$ cat src/flash_seq_pkg.sv
// shared constants, register map and types of the flash sequencer
package flash_seq_pkg;

	// ----------------------------------------------------------------
	// clock and timing
	// ----------------------------------------------------------------
	localparam int CLK_PERIOD_NS     = 50;
	localparam int RCV_TIME_NS       = 1000;
	localparam int RCV_CYCLES_I      = (RCV_TIME_NS + CLK_PERIOD_NS - 1)
	                                   / CLK_PERIOD_NS;
	localparam int RCV_CNT_W         = 5;
	localparam logic [RCV_CNT_W-1:0] RCV_CYCLES = RCV_CYCLES_I[RCV_CNT_W-1:0];
	localparam logic [RCV_CNT_W-1:0] RCV_ZERO   = 5'h0;
	localparam logic [RCV_CNT_W-1:0] RCV_ONE    = 5'h1;

	// ----------------------------------------------------------------
	// register map, byte offsets
	// ----------------------------------------------------------------
	localparam int         ADDR_W          = 8;
	localparam logic [7:0] FLASH_CTRL_OFS  = 8'h00;
	localparam logic [7:0] PROTECT_OFS     = 8'h04;
	localparam logic [7:0] ARRAY_ADDR_OFS  = 8'h08;
	localparam logic [7:0] ARRAY_DATA_OFS  = 8'h0C;
	localparam logic [7:0] STATUS_OFS      = 8'h10;

	// control bits of flash_control_reg
	localparam int CTRL_PROG_BIT  = 0;
	localparam int CTRL_ERASE_BIT = 1;
	localparam int CTRL_MASS_BIT  = 2;
	localparam int CTRL_HV_BIT    = 3;

	// status bits
	localparam int STAT_SEQ_ERR_BIT  = 0;
	localparam int STAT_PROT_ERR_BIT = 1;
	localparam int STAT_ABORT_BIT    = 2;
	localparam int STAT_RCV_BIT      = 3;
	localparam int STAT_STBY_BIT     = 4;
	localparam int STAT_SEQ_LSB      = 8;

	// ----------------------------------------------------------------
	// protect-start byte decode
	// ----------------------------------------------------------------
	localparam logic [7:0]  PROT_ALL     = 8'h00;
	localparam logic [7:0]  PROT_NONE    = 8'hFF;
	localparam logic [1:0]  PROT_TOP     = 2'h3;
	localparam logic [5:0]  PROT_LOW     = 6'h00;
	localparam int          ROW_LSB      = 5;
	localparam logic [15:0] ADDR_RESET   = 16'h0000;
	localparam logic [31:0] WORD_ZERO    = 32'h0000_0000;
	localparam logic [7:0]  BYTE_ZERO    = 8'h00;
	localparam logic [1:0]  HRESP_OKAY   = 2'h0;

	typedef enum logic [2:0] {
		SEQ_IDLE,
		SEQ_SELECTED,
		SEQ_PROT_READ,
		SEQ_ARMED,
		SEQ_HV,
		SEQ_RELEASE
	} seq_e;

	typedef struct packed {
		logic        prog;
		logic        erase;
		logic        mass;
		logic        hv;
		logic        wr;
		logic        standby;
		logic [15:0] addr;
		logic [7:0]  wdata;
	} array_ctl_s;

endpackage
$ cat src/flash_program_erase_protect.sv
// flash program, erase and block-protect sequencer with an ahb-lite slave
//
// The placing of the registers and the AHB-Lite register port are this design's own decisions.
`timescale 1ns/1ps

module flash_program_erase_protect
	import flash_seq_pkg::*;
#(
	// arbitrary neutral default, address of the protect byte in the array
	parameter logic [15:0] PROT_BYTE_ADDR = 16'hFF00
)
(
	input  wire logic                      sys_clk_in,
	input  wire logic                      rst_b_in,
	input  wire logic                      hsel_in,
	input  wire logic [31:0]               haddr_in,
	input  wire logic [1:0]                htrans_in,
	input  wire logic                      hwrite_in,
	input  wire logic [2:0]                hsize_in,
	input  wire logic [31:0]               hwdata_in,
	input  wire logic                      hready_in,
	output      logic                      hreadyout_out,
	output      logic [31:0]               hrdata_out,
	output      logic [1:0]                hresp_out,
	input  wire logic [7:0]                protect_start_in,
	input  wire logic [7:0]                array_rdata_in,
	input  wire logic                      low_power_in,
	input  wire logic                      monitor_locked_in,
	input  wire logic                      test_high_voltage_in,
	output      flash_seq_pkg::array_ctl_s array_ctl_out
);
	import flash_seq_pkg::*;

	// ----------------------------------------------------------------
	// state
	// ----------------------------------------------------------------
	typedef struct packed {
		seq_e                 seq;
		logic                 prog;
		logic                 erase;
		logic                 mass;
		logic                 hv;
		logic [15:0]          tgt;
		logic [15:0]          addr;
		logic [10:0]          row;
		logic [RCV_CNT_W-1:0] rcv_cnt;
		logic                 seq_err;
		logic                 prot_err;
		logic                 aborted;
		logic                 standby;
		logic                 ph_valid;
		logic                 ph_write;
		logic [ADDR_W-1:0]    ph_addr;
		logic                 rd_wait;
		logic                 hready;
		logic [31:0]          hrdata;
		logic                 tv_meta;
		logic                 tv_sync;
		array_ctl_s           ctl;
	} state_s;

	state_s st_r;
	state_s st_nxt;

	// ----------------------------------------------------------------
	// helpers
	// ----------------------------------------------------------------
	function automatic logic [15:0] protect_start(input logic [7:0] pbyte);
		protect_start = {PROT_TOP, pbyte, PROT_LOW};
	endfunction

	function automatic logic is_protected(input logic [15:0] a,
	                                      input logic [7:0]  pbyte,
	                                      input logic        mass,
	                                      input logic        tv);
		logic p;
		p = 1'b0;
		if (tv)
			p = 1'b0;
		else if (pbyte == PROT_NONE)
			p = 1'b0;
		else if (mass || pbyte == PROT_ALL)
			p = 1'b1;
		else if (a == PROT_BYTE_ADDR)
			p = 1'b1;
		else
			p = (a >= protect_start(pbyte));
		is_protected = p;
	endfunction

	function automatic logic [31:0] read_mux(input state_s s,
	                                         input logic [ADDR_W-1:0] a,
	                                         input logic [7:0] pbyte,
	                                         input logic [7:0] rdat);
		logic [31:0] d;
		d = WORD_ZERO;
		case (a)
			FLASH_CTRL_OFS:
			begin
				d[CTRL_PROG_BIT]  = s.prog;
				d[CTRL_ERASE_BIT] = s.erase;
				d[CTRL_MASS_BIT]  = s.mass;
				d[CTRL_HV_BIT]    = s.hv;
			end
			PROTECT_OFS:    d[7:0]  = pbyte;
			ARRAY_ADDR_OFS: d[15:0] = s.addr;
			ARRAY_DATA_OFS: d[7:0]  = rdat;
			STATUS_OFS:
			begin
				d[STAT_SEQ_ERR_BIT]  = s.seq_err;
				d[STAT_PROT_ERR_BIT] = s.prot_err;
				d[STAT_ABORT_BIT]    = s.aborted;
				d[STAT_RCV_BIT]      = (s.rcv_cnt != RCV_ZERO);
				d[STAT_STBY_BIT]     = s.standby;
				d[STAT_SEQ_LSB +: 3] = 3'(s.seq);
			end
			default:        d = WORD_ZERO;
		endcase
		read_mux = d;
	endfunction

	// ----------------------------------------------------------------
	// next state
	// ----------------------------------------------------------------
	always_comb
	begin
		logic        take;
		logic        w_prog;
		logic        w_erase;
		logic        w_hv;
		logic        prot_hit;
		logic [15:0] wa;
		st_nxt   = st_r;
		take     = hsel_in & htrans_in[1] & hready_in;
		w_prog   = hwdata_in[CTRL_PROG_BIT];
		w_erase  = hwdata_in[CTRL_ERASE_BIT];
		w_hv     = hwdata_in[CTRL_HV_BIT];
		wa       = st_r.addr;
		prot_hit = 1'b0;

		// pin from the high test voltage detector crosses in here
		st_nxt.tv_meta = test_high_voltage_in;
		st_nxt.tv_sync = st_r.tv_meta;

		st_nxt.ctl.wr = 1'b0;
		if (st_r.rcv_cnt != RCV_ZERO)
			st_nxt.rcv_cnt = st_r.rcv_cnt - RCV_ONE;

		// data phase of a write accepted on the previous edge
		if (st_r.ph_valid && st_r.ph_write)
		begin
			case (st_r.ph_addr)
				FLASH_CTRL_OFS:
				begin
					// both at once, or the other already set, is refused
					if (!(w_prog && w_erase))
					begin
						st_nxt.prog  = w_prog & ~st_r.erase;
						st_nxt.erase = w_erase & ~st_r.prog;
					end
					if (!st_r.hv)
						st_nxt.mass = hwdata_in[CTRL_MASS_BIT];
					if (st_nxt.prog || st_nxt.erase)
						st_nxt.standby = 1'b0;
					case (st_r.seq)
						SEQ_IDLE:
							if (st_nxt.prog || st_nxt.erase)
								st_nxt.seq = SEQ_SELECTED;
						SEQ_SELECTED, SEQ_PROT_READ, SEQ_ARMED:
							if (!st_nxt.prog && !st_nxt.erase)
								st_nxt.seq = SEQ_IDLE;
						SEQ_HV:
							if (!st_nxt.prog && !st_nxt.erase)
								st_nxt.seq = SEQ_RELEASE;
						default: st_nxt.seq = st_r.seq;
					endcase
					if (w_hv && !st_r.hv)
					begin
						prot_hit = is_protected(st_r.tgt, protect_start_in,
						                        st_r.mass & st_r.erase,
						                        st_r.tv_sync);
						if (st_r.seq == SEQ_ARMED && !prot_hit &&
						    (st_nxt.prog || st_nxt.erase))
						begin
							st_nxt.hv  = 1'b1;
							st_nxt.seq = SEQ_HV;
						end
						else if (prot_hit && st_r.seq == SEQ_ARMED)
							st_nxt.prot_err = 1'b1;
						else
							st_nxt.seq_err = 1'b1;
					end
					else if (!w_hv && st_r.hv)
					begin
						// dropping hv is always honoured, it is the safe way
						st_nxt.hv      = 1'b0;
						st_nxt.rcv_cnt = RCV_CYCLES;
						if (st_r.seq != SEQ_RELEASE)
							st_nxt.seq_err = 1'b1;
						st_nxt.seq = (st_nxt.prog || st_nxt.erase) ?
						             SEQ_SELECTED : SEQ_IDLE;
					end
				end
				PROTECT_OFS:
				begin
					// the byte itself changes only by array programming
					if (monitor_locked_in && st_r.erase && st_r.mass &&
					    st_r.seq == SEQ_PROT_READ)
					begin
						st_nxt.tgt = PROT_BYTE_ADDR;
						st_nxt.seq = SEQ_ARMED;
					end
					else
						st_nxt.seq_err = 1'b1;
				end
				ARRAY_ADDR_OFS: st_nxt.addr = hwdata_in[15:0];
				ARRAY_DATA_OFS:
				begin
					if (st_r.seq == SEQ_PROT_READ &&
					    !(monitor_locked_in && st_r.erase && st_r.mass))
					begin
						st_nxt.tgt = wa;
						st_nxt.row = wa[15:ROW_LSB];
						st_nxt.seq = SEQ_ARMED;
					end
					else if (st_r.seq == SEQ_HV && st_r.prog &&
					         wa[15:ROW_LSB] == st_r.row)
					begin
						if (is_protected(wa, protect_start_in, 1'b0,
						                 st_r.tv_sync))
							st_nxt.prot_err = 1'b1;
						else
						begin
							st_nxt.ctl.wr    = 1'b1;
							st_nxt.ctl.wdata = hwdata_in[7:0];
						end
					end
					else
						st_nxt.seq_err = 1'b1;
				end
				STATUS_OFS:
				begin
					if (hwdata_in[STAT_SEQ_ERR_BIT])
						st_nxt.seq_err = 1'b0;
					if (hwdata_in[STAT_PROT_ERR_BIT])
						st_nxt.prot_err = 1'b0;
					if (hwdata_in[STAT_ABORT_BIT])
						st_nxt.aborted = 1'b0;
				end
				default: st_nxt.seq = st_r.seq;
			endcase
		end

		// address phase; a new request is only taken while hready is high
		st_nxt.ph_valid = take;
		if (take)
		begin
			st_nxt.ph_write = hwrite_in;
			st_nxt.ph_addr  = haddr_in[ADDR_W-1:0];
			if (!hwrite_in)
			begin
				if (haddr_in[ADDR_W-1:0] == PROTECT_OFS &&
				    st_r.seq == SEQ_SELECTED)
					st_nxt.seq = SEQ_PROT_READ;
				if (haddr_in[ADDR_W-1:0] == ARRAY_DATA_OFS &&
				    st_nxt.rcv_cnt != RCV_ZERO)
				begin
					st_nxt.hready  = 1'b0;
					st_nxt.rd_wait = 1'b1;
				end
				else
					st_nxt.hrdata = read_mux(st_nxt,
					                         haddr_in[ADDR_W-1:0],
					                         protect_start_in,
					                         array_rdata_in);
			end
		end
		else if (st_r.rd_wait && st_r.rcv_cnt == RCV_ZERO)
		begin
			st_nxt.rd_wait = 1'b0;
			st_nxt.hready  = 1'b1;
			st_nxt.hrdata  = {24'h00_0000, array_rdata_in};
		end

		// low-power entry wins over any bus step in the same cycle
		if (low_power_in &&
		    (st_r.seq != SEQ_IDLE || st_r.prog || st_r.erase || st_r.hv))
		begin
			st_nxt.prog    = 1'b0;
			st_nxt.erase   = 1'b0;
			st_nxt.mass    = 1'b0;
			st_nxt.hv      = 1'b0;
			st_nxt.seq     = SEQ_IDLE;
			st_nxt.standby = 1'b1;
			st_nxt.aborted = 1'b1;
			st_nxt.ctl.wr  = 1'b0;
		end

		// array-facing controls; standby forces prog, erase, mass and hv off
		st_nxt.ctl.standby = st_nxt.standby;
		st_nxt.ctl.prog    = st_nxt.prog  & ~st_nxt.standby;
		st_nxt.ctl.erase   = st_nxt.erase & ~st_nxt.standby;
		st_nxt.ctl.mass    = st_nxt.mass  & ~st_nxt.standby;
		st_nxt.ctl.hv      = st_nxt.hv    & ~st_nxt.standby;
		if (st_nxt.ctl.wr || !(st_nxt.hv || st_nxt.seq == SEQ_ARMED))
			st_nxt.ctl.addr = st_nxt.addr;
		else
			st_nxt.ctl.addr = st_nxt.tgt;
	end

	// ----------------------------------------------------------------
	// registers
	// ----------------------------------------------------------------
	always_ff @(posedge sys_clk_in)
	begin
		if (!rst_b_in)
		begin
			st_r          <= '0;
			st_r.seq      <= SEQ_IDLE;
			st_r.hready   <= 1'b1;
			st_r.ctl.addr <= ADDR_RESET;
		end
		else
			st_r <= st_nxt;
	end

	assign hreadyout_out = st_r.hready;
	assign hrdata_out    = st_r.hrdata;
	assign hresp_out     = HRESP_OKAY;
	assign array_ctl_out = st_r.ctl;

endmodule

$ cat config.mk
export PLATFORM = sky130hd
export DESIGN_NAME = flash_program_erase_protect
export DESIGN_NICKNAME = d
export VERILOG_FILES = /design/src/flash_seq_pkg.sv /design/src/flash_program_erase_protect.sv
export SDC_FILE = /design/constraint.sdc
export NUM_CORES = 1
export LEC_CHECK = 0
export BUFFER_PORTS_ARGS = -buffer_cell sky130_fd_sc_hd__buf_2
export CAP_MARGIN = 20
export CORE_UTILIZATION = 58
export CTS_BUF_LIST = sky130_fd_sc_hd__clkbuf_8
export DETAILED_ROUTE_END_ITERATION = 8
export MAX_ROUTING_LAYER = met4
export PLACE_DENSITY_LB_ADDON = 0.12
export SLEW_MARGIN = 10
export SYNTH_ARGS = -nofsm -noshare
export SYNTH_HDL_FRONTEND = slang
export SYNTH_SLANG_ARGS = --single-unit
$ cat constraint.sdc
create_clock -name sys_clk_in -period 7.6 [get_ports sys_clk_in]
set_clock_uncertainty 0.15 [all_clocks]
set_input_delay 0.76 -clock sys_clk_in [delete_from_list [all_inputs] [get_ports sys_clk_in]]
set_output_delay 0.76 -clock sys_clk_in [all_outputs]
set_load 0.02 [all_outputs]
# Yosys cells after proc, flatten, opt, wreduce, memory -nomap -nowiden
# Cells that the tools add are included.
# totals
in_bits,93
reg_bits,134
output_inout_bits,65
wordCells,198
# op_classes
magnitude_cmp,2
reduce_logical,46
mux,86
n_bitwise,14
addsub,1
n_eq_ne,21
# op_table
cell,n
$mux 34,3
$mux 16,4
$mux 59,1
$mux 1,41
$mux 3,11
$eq 16x16->1 const B,2
$eq 8x4->1 const B,4
$ge 16x16->1,2
$mux 32,1
$pmux 16 s2,1
$pmux 3 s3,3
$logic_not 8->1,3
$mux 11,2
$mux 5,4
$pmux 4 s5,1
$logic_and 1x1->1,18
$eq 8x3->1 const B,2
$eq 8x5->1 const B,2
$mux 2,7
$eq 11x11->1,1
$reduce_bool 5->1,2
$and 1x1->1,9
$eq 3x2->1 const B,3
$reduce_and 3->1,3
22 further kinds,40

# Longest topological paths before layout
# Gate-level depths: netlist of the first run.
# logic_depth
word_depth,24
depth_mapped,11

# Worst setup path after synthesis of the first run
# Ideal clock, no wire load.
# synth_timing
path_kind,input-to-reg
from,in protect_start_in[1]
to,reg st_r (netlist bit array_ctl_out[14])
t_arrival_ns,3.001
required_time_ns,7.329
path_buffers,1
slack_ns,4.328
stages,10
setup_time_ns,0.121
cell_sequence,inv_1 ha_1 and2_1 a311o_1 a2bb2oi_1 a21oi_1 o41a_1 a2bb2oi_4 buf_6 mux2_4
# synth_via
elab_chain_cells,24
elab_cells_between_ends,45
# synth_lines
item,line,text
"start, declared",flash_program_erase_protect.sv:25,"input wire logic [7:0] protect_start_in,"
$ge 16x16->1 / $logic_not 8->1 (equally long branches),"flash_program_erase_protect.sv:87, flash_program_erase_protect.sv:82",
$mux 1 / $logic_or 1x1->1 (equally long branches),"flash_program_erase_protect.sv:84, flash_program_erase_protect.sv:82",
$mux 1,flash_program_erase_protect.sv:82,else if (mass || pbyte == PROT_ALL)
$mux 1,flash_program_erase_protect.sv:80,else if (pbyte == PROT_NONE)
$mux 1,flash_program_erase_protect.sv:78,if (tv)
$mux 1,flash_program_erase_protect.sv:177,if (w_hv && !st_r.hv)
$mux 1,flash_program_erase_protect.sv:152,case (st_r.ph_addr)
$mux 1,flash_program_erase_protect.sv:150,if (st_r.ph_valid && st_r.ph_write)
[8 not listed],-,
$mux 3,flash_program_erase_protect.sv:260,if (!hwrite_in)
$mux 3,flash_program_erase_protect.sv:256,if (take)
$mux 7,flash_program_erase_protect.sv:286,if (low_power_in &&
$eq 3x2->1,flash_program_erase_protect.sv:305,if (st_nxt.ctl.wr || !(st_nxt.hv || st_nxt.seq == SEQ_ARMED))
$logic_or 1x1->1,flash_program_erase_protect.sv:305,
$logic_not 1->1,flash_program_erase_protect.sv:305,
$logic_or 1x1->1 (*),flash_program_erase_protect.sv:305,
$mux 16 (*),flash_program_erase_protect.sv:305,
"end signal, assigned",flash_program_erase_protect.sv:324,st_r <= st_nxt;
"end, declared",flash_program_erase_protect.sv:62,state_s st_r;
# Every way passes the cells marked *; elsewhere a longest branch is shown, timed or not. The select of a mux whose other input is x is not followed.
# A chain may end at the register's enable or synchronous reset.

# Worst setup path after layout of the first run
# layout_timing
from,reg st_r[71] (netlist bit)
to,reg st_r (netlist bit array_ctl_out[8])
# layout_via
elab_chain_cells,12
elab_cells_between_ends,21
# layout_lines
item,line,text
"$eq 8x4->1, or another cell as far along",flash_program_erase_protect.sv:152,
$pmux 3 s3,flash_program_erase_protect.sv:152,
$mux 59,flash_program_erase_protect.sv:150,
$mux 3,flash_program_erase_protect.sv:262,if (haddr_in[ADDR_W-1:0] == PROTECT_OFS &&
$mux 3,flash_program_erase_protect.sv:260,
$mux 3,flash_program_erase_protect.sv:256,
$mux 7,flash_program_erase_protect.sv:286,
$eq 3x2->1,flash_program_erase_protect.sv:305,
$logic_or 1x1->1,flash_program_erase_protect.sv:305,
$logic_not 1->1,flash_program_erase_protect.sv:305,
$logic_or 1x1->1,flash_program_erase_protect.sv:305,
$mux 16 (*),flash_program_erase_protect.sv:305,
# Every way passes the cells marked *; elsewhere a longest branch is shown, timed or not.

==> flow_summary_export.csv, run 1 <==
group,metric,value,unit
status,status,"finished clean",
setup_path,cp_max_fo,16,
timing,slew-limit-headroom,0.2948,
power_and_ir_drop,peakVddDrop,0.1781,mV
setup_path,required,7790,ps
placed_design,dpl.hpwl,12900,µm
setup_path,critical-path-max-stage-delay,640,ps
layout,finalNonFillerCells,924,
timing,max_freq,276.5,MHz
setup_path,cp.arrival,3800,ps
clock_tree,h-tree-depth,4,
clock_tree,cts_setup_buffers,0,
global_route,grt_usage,0.3177,
global_route,grt_max_degree,93,
global_route,grt_first_pass_wirelength,26640,µm
timing,fin_crit_sh,0.4758,
timing,rsz0062_at_grt,"false",
detailed_routing,vias,5509,
layout,mostFrequentLayoutCells,"dfxtp_1 (118), buf_2 (95), nand2_1 (75), nor2b_1 (44), nor2_1 (40)",
timing,fin_tns_setup,0,ps
layout,fill_cells,947,
synth,ys_warn_count,0,
detailed_routing,drt.antenna.violating_nets,0,
placed_design,dp.cells,891,
synth,netlist_instances,733,
setup_path,cp-start-kind,"flip-flop",
setup_path,crit_chain,"nor4_1, nand4_1, nor4b_1, o2111ai_1, and4b_1, a2bb2oi_4, mux2_2",
timing,slew_violations,0,
floorplanning,ios,158,
clock_tree,cts-resized-gates,0,
floorplanning,die_h,107.3,µm
synth,synth_area_per_cell,8.765,µm²
floorplanning,die-area,0.01150,mm²
power_and_ir_drop,cellPowerDensity,196.8,mW/mm²
placed_design,gp_congestion,0.9338,
clock_tree,cts.sinks,118,
timing,tightest_slew,1058,ps
clock_tree,postCtsHoldBufs,0,
clock_tree,root_buffer,"clkbuf_8",
floorplanning,start_util,0.5953,
placed_design,port_buffers,95,
floorplanning,chipWidth,107.3,µm
global_route,gr-total-overflow,0,
setup_path,critPathKind,"flip-flop to flip-flop",
power_and_ir_drop,leakage,3.080,nW
setup_path,r2r_setup_slack,3980,ps
setup_path,rr_startpoint,"st_r[71]",
detailed_routing,via_per_inst,5.962,
global_route,antenna_found_initial,0,
synth,synth.distinct_cells,68,
layout,layout_commonest_cell,"dfxtp_1",
timing,fin_ws,3984,ps
worst_hold_path,hold_class,"flip-flop to flip-flop",
synth,syn-cell-area,0.006425,mm²
clock_tree,clk_pin_slew,80,ps
layout,syn_to_final_growth,8.004,%
timing,setup_viol,0,
setup_path,crit_path_end_kind,"flip-flop",
placed_design,place_ws,3574,ps
layout,antenna_cells,0,
layout,postLayoutCoreUtil,0.6429,
floorplanning,core-area,0.01079,mm²
worst_hold_path,hold_depth,1,
setup_path,cp_slowest_cell,"a2bb2oi_4",
setup_path,crit_path_start,"st_r[71]",
setup_path,cp.depth,7,
clock_tree,clk-insertion-delay-late,450,ps
synth,synth_seq_cells,118,
synth,seq_area_frac_synth,0.3677,
flow_run,drv_cap,0,
clock_tree,numCtsBuffers,17,
timing,fin_hold_ws,299.4,ps
timing,period_needed,3616,ps
clock_tree,cts_tree,"done",
detailed_routing,drc,0,
timing,final_hold_viol_count,0,
detailed_routing,first_iter_violations,349,
synth,synth_edf_count,0,
detailed_routing,wl_per_cell,18.69,µm
detailed_routing,drt-total-wl,17270,µm
synth,synth.top_cells.by_area,"dfxtp_1 (37%), buf_4 (7.5%), nand2_1 (4.4%), nor2b_1 (4.3%), mux2i_1 (4.1%)",
global_route,grt_pass1_vias,5157,
worst_hold_path,hold_start,"st_nxt[30]",
detailed_routing,first_pass_iters,5,
synth,synth_largest_area_cell,"dfxtp_1",
setup_path,path_buf_inv,0,
floorplanning,std_cell_rows,38,
synth,async_flop_share,0,
clock_tree,ctsLongestPathBuffers,2,
setup_path,reg2regPathDepth,7,
synth,synth_top_area_share,0.3677,
layout,drive_above_1_share,0.2143,
setup_path,critPathTopFamily,"simple AND/OR/NAND/NOR gates",
layout,multi_input_area,0.003425,mm²
layout,ff_latch_area,0.002362,mm²
layout,final_nets,881,
synth,ys.flop_type,"dfxtp_1",
## registers in the layout (all words and copies together) (netlist names)
name           count
array_ctl_out     30
hrdata_out        16
hreadyout_out      1
st_nxt             1
st_r              70
## synth_stat cells, types with 3 or more instances
library cell and instances:
dfxtp_1 118, o211ai_1 5, a221o_1 3, a211oi_1 5
nor4bb_1 3, or4_1 5, o221a_2 8, nand4_1 13
a22oi_1 7, o21ai_0 26, buf_4 64, a311o_1 3
nand3b_1 3, and2_1 9, or2_2 6, a21boi_0 30
ha_1 17, nor2_1 40, xor2_1 11, buf_2 6
mux2_2 7, mux2i_1 26, o21bai_1 3, nor2b_1 44
clkbuf_1 26, nor3_1 15, and4_1 3, o211a_1 5
a221oi_1 3, nor4_1 11, nand3_1 16, inv_1 21
mux2_4 10, nor3b_1 3, nand2_1 75, a21oi_1 20
o22ai_1 4, a2bb2oi_1 3, and3_1 8, nand2b_1 8
o31ai_1 6
## layout make-up
class | instances | share of cell area
timing repair buffer | 100 | 0.07501
inverter | 21 | 0.01136
clock buffer | 17 | 0.03372
clock inverter | 15 | 0.02074
tap | 140 | 0.02524
sequential | 118 | 0.3404
multi-input combinational | 513 | 0.4935
## power breakdown
group          total (W)  switching [W]  internal (W)
Combinational   0.000168       0.000100     0.0000678
Clock           0.000551       0.000286      0.000265
Sequential      0.000647      0.0000148      0.000632
Total            0.00137       0.000400      0.000965
## layer usage
layer,vias up,global-route usage,part of all wire
met5,-,-,0
met1,2604,0.4165,0.45
met2,261,0.4765,0.45
met3,33,0.07022,0.076
li1,2611,-,-
met4,0,0.1262,0.020
## stage by stage
step,area (µm²),total power [W]
global placement,6539,0.0008178
detailed placement,6550,0.0008236
finish,6939,0.001366
CTS,6928,0.001372
global route,6939,0.001422
floorplan,6489,0.0007862
## kinds of logic after synthesis
family	share of synthesized area
AND/OR/NAND/NOR	0.2234
adder cells (fa/ha/maj)	0.03311
AO/OA/AOI/OAI	0.1735
buffers and inverters	0.1092
flip-flops	0.3677
other	0.0005837
multiplexers	0.07614
XOR/XNOR	0.01636
## final timing paths
kind / to
worst max-delay path: array_ctl_out[8]
worst min-delay path: st_r[30]
worst max register to register: array_ctl_out[8]
worst min register to register: st_r[30]
Note: power is estimated with default switching activity, not from simulation.
==> run 2: changes to the inputs <==
ABC_AREA = 1   (was not set)
CORE_UTILIZATION = 51   (was 58)
clock period = 3 ns   (was 7.6 ns; I/O delays follow)
==> run 2 against run 1 <==
Effect of this change:
- die area rose by 21%
- clock power increased to 2.8 times the previous value
- flip-flop and latch count is the same
- critical path type unchanged
- largest power group unchanged
==> flow_summary_export.csv, run 2 <==
group,metric,value,unit
status,status,"finished clean",
setup_path,critPathTopFamily,"compound AO/OA/AOI/OAI gates",
detailed_routing,first_pass_iters,5,
placed_design,gp_congestion,0.9641,
layout,top_register,"st_r",
layout,mostFrequentLayoutCells,"nand2_1 (191), nor2_1 (149), inv_1 (120), dfxtp_1 (118), buf_2 (95)",
setup_path,timing.rr.end,"hrdata_out[4]",
clock_tree,clk-insertion-delay-late,460,ps
placed_design,dp.cells,1220,
setup_path,critPathKind,"flip-flop to flip-flop",
floorplanning,core-area,0.01319,mm²
timing,rsz0062_at_grt,"false",
global_route,grt_usage,0.2992,
power_and_ir_drop,leakage,3.842,nW
placed_design,port_buffers,95,
global_route,gr-total-overflow,0,
layout,syn_to_final_growth,11.93,%
detailed_routing,via_per_inst,5.229,
timing,tightest_slew,737.5,ps
floorplanning,die_h,118.2,µm
setup_path,cp.depth,9,
floorplanning,std_cell_rows,42,
synth,synth_edf_count,0,
timing,slew-limit-headroom,0.4956,
clock_tree,cts.sinks,118,
layout,finalNonFillerCells,1264,
clock_tree,clk_pin_slew,80,ps
synth,synth_common_cells,"nand2_1 (191), nor2_1 (149), inv_1 (120), dfxtp_1 (118), o21ai_0 (78)",
synth,yosysMostFrequentCell,"nand2_1",
timing,max_freq,357.6,MHz
synth,synth.distinct_cells,54,
power_and_ir_drop,cellPowerDensity,472.3,mW/mm²
layout,postLayoutCoreUtil,0.5845,
power_and_ir_drop,peakVddDrop,0.3132,mV
layout,drive_above_1_share,0.1756,
synth,syn-cell-area,0.006888,mm²
synth,synth.top_cells.by_area,"dfxtp_1 (34%), nand2_1 (10%), nor2_1 (8.1%), buf_4 (7.2%), inv_1 (6.5%)",
setup_path,cp_max_fo,10,
worst_hold_path,hold_class,"primary input to flip-flop",
flow_run,drv_cap,0,
detailed_routing,vias,6610,
setup_path,crit_top_cell,"o21ai_0",
setup_path,path_buf_inv,2,
setup_path,r2r_setup_slack,200,ps
detailed_routing,first_iter_violations,594,
synth,synth_top_area_share,0.3430,
layout,fill_cells,1350,
timing,fin_crit_sh,0.9320,
detailed_routing,drt-total-wl,19630,µm
clock_tree,cts_setup_buffers,0,
floorplanning,start_util,0.5222,
setup_path,reg2regPathDepth,9,
timing,slew_violations,0,
floorplanning,die-area,0.01397,mm²
detailed_routing,wl_per_cell,15.53,µm
clock_tree,cts_tree,"done",
global_route,grt_pass1_vias,5923,
layout,final_nets,1186,
clock_tree,ctsLongestPathBuffers,2,
synth,async_flop_share,0,
clock_tree,root_buffer,"clkbuf_8",
timing,setup_viol,0,
synth,ys_warn_count,0,
layout,layout_commonest_cell,"nand2_1",
global_route,grt_first_pass_wirelength,31060,µm
timing,fin_tns_setup,0,ps
synth,netlist_instances,1003,
synth,ys.flop_type,"dfxtp_1",
clock_tree,h-tree-depth,4,
setup_path,cp-start-kind,"flip-flop",
timing,final_hold_viol_count,0,
global_route,antenna_found_initial,0,
setup_path,required,3200,ps
setup_path,cp_slowest_cell,"o21ai_0",
floorplanning,ios,158,
setup_path,crit_chain,"nor2_4, inv_1, nor2_1, nand4_1, buf_4, o21ai_0, o22ai_1, o21ai_0, a31oi_1",
setup_path,cp.arrival,3000,ps
setup_path,critical-path-max-stage-delay,520,ps
detailed_routing,drc,0,
global_route,grt_max_degree,63,
timing,period_needed,2796,ps
detailed_routing,drt.antenna.violating_nets,0,
setup_path,crit_path_end_kind,"flip-flop",
synth,synth_area_per_cell,6.867,µm²
floorplanning,chipWidth,118.2,µm
synth,synth_seq_cells,118,
clock_tree,numCtsBuffers,17,
synth,synth_largest_area_cell,"dfxtp_1",
placed_design,dpl.hpwl,14640,µm
synth,seq_area_frac_synth,0.3430,
setup_path,crit_end,"hrdata_out[4]",
layout,largest_reg_flops,70,
setup_path,crit_path_start,"st_r[66]",
layout,antenna_cells,0,
setup_path,rr_startpoint,"st_r[66]",
==> run 2: cell count changes after synthesis, sizes merged, moves of 30 or more <==
cell,delta
nand2,+124
nor2,+115
nor2b,-44
o21ai,+53
inv,+107
a21boi,-30
==> run 2: metrics by stage <==
step	power [W]	setup WS, ps	hold WS [ps]	cell area (µm²)
final	0.003641	203.9	19.30	7710
after global routing	0.003796	52.19	14.50	7710
after CTS	0.003656	296.7	2.300	7710
after detailed placement	0.002134	219.4	277.1	7176
after global placement	0.002127	229.5	273.3	7176
after floorplan	0.002054	758.8	240.5	6952
==> run 2: worst register-to-register path: stages (launching register included) <==
cell and delay (ps):
dfxtp_1 340, nor2_4 160, inv_1 90, nor2_1 140, nand4_1 420, buf_4 340
o21ai_0 520, o22ai_1 200, o21ai_0 230, a31oi_1 100
==> run 2: cells by family after synthesis <==
group | count (synthesis) | share of synthesized area
compound gates | 184 | 0.1586
xor+xnor | 3 | 0.003815
fa+ha+maj | 17 | 0.03088
buf+inv | 227 | 0.1691
flops | 118 | 0.3430
mux | 2 | 0.002907
other cells | 1 | 0.0005444
simple gates | 451 | 0.2912
==> run 2: report_power, final <==
group | total, W | internal, W | switching [W] | leakage [nW]
clock | 0.00153 | 0.000834 | 0.000692 | 0.204
sequential | 0.00163 | 0.00160 | 0.0000287 | 0.954
combinational | 0.000483 | 0.000168 | 0.000315 | 2.68
==> run 2: worst min-delay path by stage <==
stage	startpoint	to	slack, ps	cells past startpoint
finish	hwdata_in[5]	array_ctl_out[5]	20	3
CTS	hwdata_in[6]	array_ctl_out[6]	2	3
floorplan	st_nxt[30]	st_r[30]	240	2
detailed placement	st_nxt[30]	st_r[30]	280	2
global route	hwdata_in[5]	array_ctl_out[5]	10	3
global placement	st_nxt[30]	st_r[30]	270	2
==> run 2: per-layer routing <==
layer  vias up  GRT usage  wire, µm
li1       3331          -         -
met1      2997     0.3950      9303
met2       249     0.4478      8455
met3        33    0.06998      1442
met4         0     0.1034       431
met5         -          -         0
==> run 2: repair_timing <==
item / CTS / global route
gates resized for setup: 0 / 0
hold buffers: 13 / 0
hold endpoints to repair: 13 / 0
endpoints found under the setup margin: 0 / 0
==> run 2: layout make-up <==
| class | count | area, µm² | share of cell area |
|---|---|---|---|
| timing repair buffer | 132 | 798.3 | 0.1035 |
| clock inverter | 13 | 156.4 | 0.02029 |
| multi-input combinational | 675 | 3425 | 0.4442 |
| tap | 176 | 220.2 | 0.02856 |
| sequential | 118 | 2362 | 0.3064 |
| clock buffer | 18 | 247.7 | 0.03213 |
| inverter | 132 | 500.5 | 0.06491 |
==> run 3: changes to the inputs <==
CORE_UTILIZATION = 50   (was 51)
CTS_BUF_LIST = not set   (was sky130_fd_sc_hd__clkbuf_8)
==> run 3 against run 2 <==
Effect of this change:
- combinational power decreased by 3%
- clock power increased by 25%
- flip-flop and latch count unchanged
- sequential power about the same
- critical endpoint is now hrdata_out[1]
==> flow_summary_export.csv, run 3 (synthesized netlist as in run 2, its figures left out) <==
group,metric,value,unit
power_and_ir_drop,sw_frac_of_total,0.2887,
worst_hold_path,hold_class,"primary input to flip-flop",
global_route,use_met1,0.4048,
detailed_routing,drt.antenna.violating_nets,0,
timing,max_freq,383.4,MHz
setup_path,cp_max_fo,13,
clock_tree,ctsLongestPathBuffers,2,
power_and_ir_drop,p_sw,0.001160,W
floorplanning,std_cell_rows,42,
status,status,"finished clean",
timing,final_hold_viol_count,0,
layout,largest_reg_flops,70,
timing,period_needed,2608,ps
floorplanning,start_util,0.5160,
layout,mostFrequentLayoutCells,"nand2_1 (191), nor2_1 (149), inv_1 (120), dfxtp_1 (118), buf_2 (95)",
setup_path,crit_chain,"nor2_4, inv_1, nor2_1, nand4_1, buf_4, o21ai_0, nor2_1, a211oi_1, o21ai_0, nand2_1, a21oi_1",
global_route,antenna_found_initial,0,
detailed_routing,first_pass_iters,7,
layout,antenna_cells,0,
power_and_ir_drop,peakVddDrop,0.3885,mV
clock_tree,root_buffer,"clkbuf_16",
layout,layout_commonest_cell,"nand2_1",
power_and_ir_drop,clkPwrFrac,0.477,
global_route,gr-total-overflow,0,
global_route,top_usage_layer,"met2",
clock_tree,numCtsBuffers,17,
detailed_routing,drt-total-wl,19750,µm
clock_tree,clk_pin_slew,60,ps
flow_run,drv_cap,0,
global_route,grt_first_pass_wirelength,30930,µm
timing,slew-limit-headroom,0.4892,
clock_tree,clk-insertion-delay-late,430,ps
global_route,grt_max_degree,63,
setup_path,crit_path_end_kind,"flip-flop",
setup_path,cp_slowest_cell,"o21ai_0",
setup_path,critical-path-max-stage-delay,400,ps
timing,fin_crit_sh,0.8695,
setup_path,critPathKind,"flip-flop to flip-flop",
layout,postLayoutCoreUtil,0.5800,
timing,fin_hold_ws,9.225,ps
detailed_routing,first_iter_violations,608,
timing,rsz0062_at_grt,"false",
detailed_routing,wl_per_cell,15.77,µm
layout,syn_to_final_growth,12.39,%
global_route,met3_usage,0.06513,
setup_path,cp-start-kind,"flip-flop",
setup_path,r2r_setup_slack,390,ps
floorplanning,core-area,0.01335,mm²
floorplanning,chipWidth,119.4,µm
floorplanning,ios,158,
layout,drive_above_1_share,0.1757,
power_and_ir_drop,p_int,0.002859,W
layout,fill_cells,1375,
clock_tree,cts_tree,"done",
timing,tightest_slew,766.2,ps
power_and_ir_drop,p_comb_frac,0.117,
setup_path,cp.arrival,2780,ps
detailed_routing,via_per_inst,5.205,
power_and_ir_drop,cellPowerDensity,519.2,mW/mm²
floorplanning,die_h,119.4,µm
placed_design,dpl.hpwl,14670,µm
global_route,grt_pass1_vias,5694,
timing,setup_viol,0,
global_route,gr-usage-met2,0.4306,
timing,slew_violations,0,
power_and_ir_drop,seqPwrFrac,0.407,
detailed_routing,drc,0,
layout,top_register,"st_r",
setup_path,required,3170,ps
placed_design,port_buffers,95,
timing,fin_tns_setup,0,ps
global_route,grt_usage,0.2950,
clock_tree,cts.sinks,118,
detailed_routing,vias,6517,
layout,final_nets,1173,
placed_design,gp_congestion,0.9493,
floorplanning,die-area,0.01425,mm²
clock_tree,h-tree-depth,4,
power_and_ir_drop,leakage,3.841,nW
run 3: worst paths after layout:
check	startpoint	endpoint	cells past startpoint
hold reg to reg	st_nxt[30]	st_r[30]	2
hold / removal	array_rdata_in[6]	hrdata_out[6]	3
setup / recovery	st_r[66]	hrdata_out[1]	11
setup reg to reg	st_r[66]	hrdata_out[1]	11
run 3: per-layer routing:
| metal | share of wire | vias to the layer above | wire length [µm] |
|---|---|---|---|
| li1 | - | 3299 | - |
| met1 | 0.47 | 2942 | 9309 |
| met2 | 0.44 | 251 | 8685 |
| met3 | 0.074 | 25 | 1470 |
| met4 | 0.014 | 0 | 282 |
| met5 | 0 | - | 0 |
run 3: area by class of cell:
type                            instances  area, µm²  share of cell area
Clock inverter                         14      118.9             0.01535
Sequential cell                       118       2362              0.3052
Inverter                              132      500.5             0.06465
Multi-Input combinational cell        675       3425              0.4424
Timing Repair Buffer                  119      675.6             0.08728
Tap cell                              176      220.2             0.02845
Clock buffer                           18      439.2             0.05673
run 3: metrics by stage:
stage	power (W)	area [µm²]	cells	worst slack, ps
after global routing	0.004183	7741	1252	88.76
after floorplan	0.002054	6952	1020	758.8
after global placement	0.002123	7153	1217	254.3
final	0.004019	7741	1252	391.6
after detailed placement	0.002130	7153	1217	239.7
after CTS	0.004038	7741	1252	432.0
run 3: power groups by stage:
stage / sequential, W / clock (W) / combinational (W)
2_1_floorplan: 0.00166 / 0 / 0.000393
3_3_place_gp: 0.00167 / 0 / 0.000456
3_5_place_dp: 0.00167 / 0 / 0.000462
4_1_cts: 0.00163 / 0.00194 / 0.000467
5_1_grt: 0.00164 / 0.00202 / 0.000526
6_report: 0.00163 / 0.00192 / 0.000469
run 3: repair_timing:
item	in CTS	in global routing
hold buffers	3	0
gates resized for setup	0	0
setup buffers	0	0
hold endpoints to repair	3	0
run 3: critical path, delay by kind of cell (launching register included):
family          cells  cell delay, ps
compound gates      4             820
flops               1             330
simple gates        5             820
buf+inv             2             380
